===== src/design/vc0_res_pkg.sv =====
package vc0_res_pkg;

    // ************************************************************
    // Register byte offsets
    // ************************************************************
    localparam logic [11:0] CAP_OFS = 12'h150;
    localparam logic [11:0] CTRL_OFS = 12'h154;
    localparam logic [11:0] STAT_OFS = 12'h158;

    // ************************************************************
    // Capability word fields
    // ************************************************************
    localparam int CAP_ARB_LSB = 0;
    localparam int CAP_AS_BIT = 14;
    localparam int CAP_SNOOP_BIT = 15;
    localparam int CAP_SLOTS_LSB = 16;
    localparam int CAP_TBL_LSB = 24;
    localparam logic [7:0] CAP_ARB_RST = 8'h09;
    localparam logic [6:0] SLOTS_RST = 7'h7F;
    localparam logic [7:0] TBL_OFS_RST = 8'h04;

    // ************************************************************
    // Control word fields
    // ************************************************************
    localparam int CTRL_MAP_LSB = 0;
    localparam int CTRL_LOAD_BIT = 16;
    localparam int CTRL_SEL_LSB = 17;
    localparam int CTRL_VCID_LSB = 24;
    localparam int CTRL_EN_BIT = 31;
    localparam logic [7:0] TC_MAP_RST = 8'hFF;
    localparam logic [2:0] VC_ID_RST = 3'h0;
    localparam logic VC_EN_RST = 1'b1;

    // ************************************************************
    // Status word fields
    // ************************************************************
    localparam int STAT_TBL_BIT = 16;
    localparam int STAT_NEG_BIT = 17;

    // Port arbitration scheme codes accepted on this channel
    typedef enum logic [2:0] {
        SCHEME_DEFAULT = 3'h0,
        SCHEME_WRR = 3'h3
    } scheme_t;

    // Table load sequencer
    typedef enum logic {
        LOAD_IDLE,
        LOAD_BUSY
    } load_state_t;

endpackage


===== src/design/table_dirty_flag.sv =====
`timescale 1ns/1ns
module table_dirty_flag (
    input wire logic clk,
    input wire logic rst,
    input wire logic set_evt,
    input wire logic clr_evt,
    output logic flag
);

    // ************************************************************
    // Sticky flag
    // ************************************************************
    // Set wins so a table write landing with the load finish is kept
    always_ff @(posedge clk) begin
        if (rst) begin
            flag <= 1'b0;
        end else if (set_evt) begin
            flag <= 1'b1;
        end else if (clr_evt) begin
            flag <= 1'b0;
        end
    end

endmodule


===== src/design/default_hold.sv =====
`timescale 1ns/1ns
module default_hold #(
    parameter int W = 8,
    parameter logic [W-1:0] RST_VAL = '0
) (
    input wire logic clk,
    input wire logic rst,
    input wire logic ee_we,
    input wire logic [W-1:0] ee_val,
    input wire logic sw_we,
    input wire logic [W-1:0] sw_val,
    output logic [W-1:0] val
);

    // ************************************************************
    // Field with reset default and EEPROM override
    // ************************************************************
    // EEPROM load outranks a software write in the same cycle
    always_ff @(posedge clk) begin
        if (rst) begin
            val <= RST_VAL;
        end else if (ee_we) begin
            val <= ee_val;
        end else if (sw_we) begin
            val <= sw_val;
        end
    end

endmodule


===== src/design/vc0_resource_registers.sv =====
`timescale 1ns/1ns
// What this block does
// - The arbitration capability byte is read-only and reads 09h, round robin and WRR 128 phases.
// - Time-based WRR belongs only to channel 1, so channel 0 neither advertises nor selects it.
// - Capability bit 14, the advanced_switching_only mark, is read-only zero.
// - Capability bit 15, reject snoop, is read-only zero.
// - Capability bits 22:16 report time slots minus one and reset to 7Fh.
// - Capability bits 31:24 give the table location in sixteen_byte_unit steps, reset 04h.
// - Control bits 7:0 are a writable traffic-class map that resets to FFh.
// - Writing one to control bit 16 applies the table to the arbiter and the bit reads zero.
// - Control bits 19:17 keep only codes 000b and 011b, any other code becomes 000b.
// - Control bits 26:24, the VC ID, are read-only zero.
// - Control bit 31 enables the channel when set, disables it when clear, and resets set.
// - Status bit 16 sets whenever software writes any arbitration table entry.
// - Status bit 16 clears when the hardware finishes a requested table load with no table write in that cycle.
// - Status bit 17 follows VC negotiation in progress and resets to zero.
// - The time slot field and traffic-class map defaults can be replaced by EEPROM values.
module vc0_resource_registers (
    input wire logic MCLK,
    input wire logic SYS_RST,
    input wire logic [11:0] REG_ADDR,
    input wire logic [31:0] REG_WDATA,
    input wire logic REG_WR,
    input wire logic REG_RD,
    output logic [31:0] REG_RDATA,
    input wire logic ARB_TABLE_WR,
    input wire logic ARB_LOAD_DONE,
    input wire logic NEG_PENDING,
    input wire logic EE_LOAD,
    input wire logic [6:0] EE_TIME_SLOTS,
    input wire logic [7:0] EE_TC_MAP,
    output logic [7:0] TC_MAP,
    output logic [6:0] TIME_SLOTS,
    output logic ARB_LOAD,
    output logic [vc0_res_pkg::CTRL_SEL_LSB-15:0] ARB_SELECT,
    output logic VC_ENABLE,
    output logic TABLE_DIRTY
);
    import vc0_res_pkg::*;

    // ************************************************************
    // Decode helpers
    // ************************************************************
    // Full byte address compare, so misaligned accesses are unmapped
    function automatic logic hit(input logic [11:0] a, input logic [11:0] ofs);
        hit = (a == ofs);
    endfunction

    // Only the two channel 0 schemes survive, time-based WRR folds to the default
    function automatic logic [2:0] legal_scheme(input logic [2:0] code);
        legal_scheme = (code == SCHEME_WRR) ? SCHEME_WRR : SCHEME_DEFAULT;
    endfunction

    logic wr_ctrl;
    logic rd_cap;
    logic rd_ctrl;
    logic rd_stat;
    logic [31:0] cap_word;
    logic [31:0] ctrl_word;
    logic [31:0] stat_word;
    logic [31:0] rd_nxt;
    logic [2:0] sel_r;
    logic en_r;
    logic load_r;
    logic neg_r;
    logic dirty;
    logic [7:0] tc_map;
    logic [6:0] slots;
    load_state_t load_state_r;
    load_state_t load_state_nxt;

    // Strobe qualification
    assign wr_ctrl = REG_WR && hit(REG_ADDR, CTRL_OFS);
    assign rd_cap = REG_RD && hit(REG_ADDR, CAP_OFS);
    assign rd_ctrl = REG_RD && hit(REG_ADDR, CTRL_OFS);
    assign rd_stat = REG_RD && hit(REG_ADDR, STAT_OFS);

    // ************************************************************
    // EEPROM overridable defaults
    // ************************************************************
    // Time slot count is read-only to software, EEPROM is the only writer
    default_hold #(
        .W(7),
        .RST_VAL(SLOTS_RST)
    ) u_slots (
        .clk(MCLK),
        .rst(SYS_RST),
        .ee_we(EE_LOAD),
        .ee_val(EE_TIME_SLOTS),
        .sw_we(1'b0),
        .sw_val(7'h00),
        .val(slots)
    );

    // Traffic-class map, written by software and by EEPROM
    default_hold #(
        .W(8),
        .RST_VAL(TC_MAP_RST)
    ) u_tc_map (
        .clk(MCLK),
        .rst(SYS_RST),
        .ee_we(EE_LOAD),
        .ee_val(EE_TC_MAP),
        .sw_we(wr_ctrl),
        .sw_val(REG_WDATA[CTRL_MAP_LSB +: 8]),
        .val(tc_map)
    );

    assign TC_MAP = tc_map;
    assign TIME_SLOTS = slots;

    // ************************************************************
    // Control fields
    // ************************************************************
    // Scheme select, illegal codes fold to the default
    always_ff @(posedge MCLK) begin
        if (SYS_RST) begin
            sel_r <= SCHEME_DEFAULT;
        end else if (wr_ctrl) begin
            sel_r <= legal_scheme(REG_WDATA[CTRL_SEL_LSB +: 3]);
        end
    end

    // Channel enable
    always_ff @(posedge MCLK) begin
        if (SYS_RST) begin
            en_r <= VC_EN_RST;
        end else if (wr_ctrl) begin
            en_r <= REG_WDATA[CTRL_EN_BIT];
        end
    end

    // Load strobe is a single pulse and is never stored for read back
    always_ff @(posedge MCLK) begin
        if (SYS_RST) begin
            load_r <= 1'b0;
        end else begin
            load_r <= wr_ctrl && REG_WDATA[CTRL_LOAD_BIT];
        end
    end

    assign ARB_SELECT = sel_r;
    assign VC_ENABLE = en_r;
    assign ARB_LOAD = load_r;

    // ************************************************************
    // Table load sequencer
    // ************************************************************
    // A done seen with no load requested must not clear the flag
    always_comb begin
        load_state_nxt = load_state_r;
        unique case (load_state_r)
            LOAD_IDLE: begin
                if (load_r) begin
                    load_state_nxt = LOAD_BUSY;
                end
            end
            LOAD_BUSY: begin
                if (ARB_LOAD_DONE) begin
                    load_state_nxt = LOAD_IDLE;
                end
            end
        endcase
    end

    always_ff @(posedge MCLK) begin
        if (SYS_RST) begin
            load_state_r <= LOAD_IDLE;
        end else begin
            load_state_r <= load_state_nxt;
        end
    end

    // Dirty flag, a table write in the finishing cycle keeps it set
    table_dirty_flag u_dirty (
        .clk(MCLK),
        .rst(SYS_RST),
        .set_evt(ARB_TABLE_WR),
        .clr_evt((load_state_r == LOAD_BUSY) && ARB_LOAD_DONE),
        .flag(dirty)
    );

    assign TABLE_DIRTY = dirty;

    // Negotiation pending is registered so reads see a clean level
    always_ff @(posedge MCLK) begin
        if (SYS_RST) begin
            neg_r <= 1'b0;
        end else begin
            neg_r <= NEG_PENDING;
        end
    end

    // ************************************************************
    // Read words
    // ************************************************************
    // Constant fields are wired in, reserved bits stay zero
    always_comb begin
        cap_word = 32'h0000_0000;
        cap_word[CAP_ARB_LSB +: 8] = CAP_ARB_RST;
        cap_word[CAP_AS_BIT] = 1'b0;
        cap_word[CAP_SNOOP_BIT] = 1'b0;
        cap_word[CAP_SLOTS_LSB +: 7] = slots;
        cap_word[CAP_TBL_LSB +: 8] = TBL_OFS_RST;
    end

    // Load bit reads zero, VC ID fixed at zero
    always_comb begin
        ctrl_word = 32'h0000_0000;
        ctrl_word[CTRL_MAP_LSB +: 8] = tc_map;
        ctrl_word[CTRL_LOAD_BIT] = 1'b0;
        ctrl_word[CTRL_SEL_LSB +: 3] = sel_r;
        ctrl_word[CTRL_VCID_LSB +: 3] = VC_ID_RST;
        ctrl_word[CTRL_EN_BIT] = en_r;
    end

    // Status bits
    always_comb begin
        stat_word = 32'h0000_0000;
        stat_word[STAT_TBL_BIT] = dirty;
        stat_word[STAT_NEG_BIT] = neg_r;
    end

    // Read mux, unmapped addresses answer zero
    always_comb begin
        rd_nxt = 32'h0000_0000;
        if (rd_cap) begin
            rd_nxt = cap_word;
        end else if (rd_ctrl) begin
            rd_nxt = ctrl_word;
        end else if (rd_stat) begin
            rd_nxt = stat_word;
        end
    end

    // Data stand only in the cycle after the read strobe
    always_ff @(posedge MCLK) begin
        if (SYS_RST) begin
            REG_RDATA <= 32'h0000_0000;
        end else begin
            REG_RDATA <= rd_nxt;
        end
    end
endmodule


===== config.mk =====
export PLATFORM = sky130hd
export DESIGN_NAME = vc0_resource_registers
export DESIGN_NICKNAME = d
export VERILOG_FILES = /design/src/design/vc0_res_pkg.sv /design/src/design/table_dirty_flag.sv /design/src/design/default_hold.sv /design/src/design/vc0_resource_registers.sv
export SDC_FILE = /design/constraint.sdc
export NUM_CORES = 1
export LEC_CHECK = 0
export BUFFER_PORTS_ARGS = -buffer_cell sky130_fd_sc_hd__buf_2
export CAP_MARGIN = 10
export CORE_MARGIN = 1
export CORE_UTILIZATION = 39
export DETAILED_ROUTE_END_ITERATION = 10
export GPL_ROUTABILITY_DRIVEN = 1
export HOLD_SLACK_MARGIN = 0.12
export PLACE_DENSITY_LB_ADDON = 0.25
export SYNTH_ARGS = -nofsm -noshare
export SYNTH_HDL_FRONTEND = slang
export SYNTH_SLANG_ARGS = --single-unit
export TNS_END_PERCENT = 50

===== constraint.sdc =====
create_clock -name MCLK -period 1.37 [get_ports MCLK]
set_input_delay 0.137 -clock MCLK [delete_from_list [all_inputs] [get_ports MCLK]]
set_output_delay 0.137 -clock MCLK [all_outputs]
set_load 0.005 [all_outputs]

==> results.toml <==
[clock_tree]
cts_tree = "done"
cts_root_buf = "clkbuf_8"
htree_num_levels = 2
clockBufferDepth = 2
path_clk_slew_ns = 0.07
clock_latency_ns = 0.28
cts_setup_buffers = 0
cts.sinks = 38
cts_buffers = 5

[sta]
fmax_mhz = 875
finalSetupViolCount = 0
slew_headroom = 0.601
min_period_over_period = 0.834
fin_worst_skew_ns = 0.00775
worstMarginPinSlew_ns = 0.599
rsz0062_at_grt = "false"
fin_tns_setup_ns = 0
slew_violations = 0
fin_crit_ns = 1.14
hold_viol_final = 0

[logic_synthesis]
ys_seq_elements = 38
synthesis.area_um2 = 1570
yosysWarnings = 0
ys_top_cells_by_area = "dfxtp_1 (48%), buf_4 (8.6%), a211o_1 (4.5%), and2_1 (4.4%), nor3b_1 (4.3%)"
syn_area_per_cell_um2 = 10.0
synth_cells = 157
yosysTopAreaCellShare = 0.484
yosysSeqAreaShare = 0.484
yosysTopAreaCell = "dfxtp_1"
ys_types = 29

[place]
finalWeightedCongestion = 0.706
placed_cell_area_um2 = 2010
dp_hpwl_mm = 2.48
numPortBuffers = 84

[global_routing]
antenna_found_initial = 0
grt-ovfl-total = 0
grt_use_total = 0.179
grt_pass1_vias = 1216
grt_pass1_wl_mm = 5.66
grt_max_degree = 39

[critical_path]
worstPathArrival_ns = 1.36
critical_path.endpoint_type = "flop"
critPathKind = "primary input to flop"
critPathMaxFanout = 7
crit_required_ns = 1.59
startpoint_type = "primary input"

[die]
start_util = 0.417
fp.dieW_um = 65.5
ioPinCount = 120
rows = 22
core-area_um2 = 3770
die_area_um2 = 4290
die_h_um = 65.5

[cells_and_area]
seq_area_um2 = 761
area_delta_synth_final_pct = 40.0
final_area_um2 = 2200
final_core_util = 0.583
drive_above_1_share = 0.407
diodes = 0
num-nets-final = 320
multi_input_area_um2 = 681
filler_cell_count = 364

[drt]
wl_per_cell_um = 12.2
drtAntennaViolNets = 0
vias = 1377
wl_met3_um = 283
first_iter_violations = 47
drc_errors = 0
topRoutingLayerUsed = "met4"
viasPerCell = 4.57
drt-total-wl_mm = 3.69
wl_met2_mm = 1.79
first_pass_iters = 4
wirelength_met1_mm = 1.54

[power]
power.total_mw = 2.10
p_leak_nw = 1.05
peakVddDrop_mv = 0.443
pwr_density_cell_nw_per_um2 = 953

[flow_run]
cap_violations = 0

[min_path]
hold_class = "primary input to flop"

[outcome]
run_status = "complete, no violations"
## registers in the layout, summed over array words and instances (netlist names)
signal,flops
neg_r,1
load_state_r,1
ARB_SELECT,1
REG_RDATA,17
VC_ENABLE,1
ARB_LOAD,1
u_tc_map.val,8
u_dirty.flag,1
u_slots.val,7
## metrics by stage
| step | hold WS, ns | cells | worst slack (ns) |
|---|---|---|---|
| after detailed placement | 0.348 | 283 | -0.0702 |
| after floorplan | 0.230 | 172 | 0.228 |
| after global routing | 0.161 | 301 | 0.140 |
| after CTS | 0.157 | 301 | 0.209 |
| final | 0.161 | 301 | 0.227 |
| after global placement | 0.346 | 283 | -0.0410 |
## routing by layer
metal,up-vias,track usage
met5,-,0
li1,706,-
met1,596,0.200
met4,0,0.0761
met2,68,0.311
met3,7,0.0556
## cell usage after synthesis
master and count:
conb_1 1, buf_4 18, and2_1 11, and4bb_2 1
a211oi_1 8, a211o_1 8, inv_1 3, nor3b_1 9
nor4_4 1, nor2_1 5, a21o_1 2, nor3_1 8
nor2b_1 8, and3b_1 1, clkbuf_1 8, nand2_1 3
buf_2 2, nand2_2 1, nor4_1 8, nor4_2 1
or3_1 2, a21oi_1 2, mux2i_1 3, o2bb2ai_1 1
dfxtp_1 38, nand4_1 1, nor4b_4 1, nand3b_1 1
a22o_1 1
## cell usage in the layout (no fill, tap or decap)
cell           count
clkinv_2           2
or3_1              2
nor3_1             8
nor4_2             1
nor4_4             1
conb_1            16
buf_2             84
nor3b_1            9
nor4b_4            1
a21o_1             2
and4bb_2           1
nor2_1             5
inv_1              3
o2bb2ai_1          1
mux2i_1            3
a21oi_1            2
dfxtp_1           38
dlygate4sd3_1     11
nor4_1             8
nand3b_1           1
a211o_1            8
nor2b_1            8
and2_1            11
nand4_1            1
buf_12             2
a22o_1             1
buf_4              5
clkbuf_8           5
nand2_2            1
and3b_1            1
nand2_1            3
a211oi_1           8
## critical path, stage by stage
cell,delay (ns)
buf_2,0.11
nor4b_4,0.29
buf_4,0.15
nand2_2,0.07
nor4_2,0.26
buf_4,0.20
and2_1,0.13
## report_power, final
group | internal, mW | total (mW) | switching (mW)
combinational | 0.137 | 0.247 | 0.111
sequential | 1.14 | 1.16 | 0.0211
clock | 0.341 | 0.691 | 0.350
total | 1.61 | 2.10 | 0.482
## layout make-up
class                      count  area share
timing repair buffer         102       0.276
sequential                    38       0.346
multi-input combinational    103       0.309
clock inverter                 2     0.00455
tap                           48      0.0273
inverter                       3     0.00512
clock buffer                   5      0.0313
## path summary, 6_finish.rpt
kind | from | end | slack, ns | cells past startpoint
worst max-delay path | REG_ADDR[11] | REG_RDATA[4] | 0.23 | 7
worst max register to register | u_slots.val[4] | u_slots.val[4] | 0.54 | 2
worst min register to register | u_slots.val[6] | REG_RDATA[22] | 0.47 | 1
worst min-delay path | ARB_LOAD_DONE | load_state_r | 0.16 | 4
## cell families after synthesis
family,count (synthesis),share of synthesized area
muxes,3,0.0191
other,1,0.00239
buffers and inverters,31,0.119
AOI/OAI and AO/OA,22,0.110
DFF,38,0.484
and+or+nand+nor,62,0.266
## timing repair
| action | CTS | global route |
|---|---|---|
| setup endpoints to repair | 0 | 0 |
| gates resized for setup | 0 | 0 |
| hold buffers | 11 | 0 |
| endpoints found under the hold margin | 11 | 0 |
Note: power is estimated with default switching activity, not from simulation.
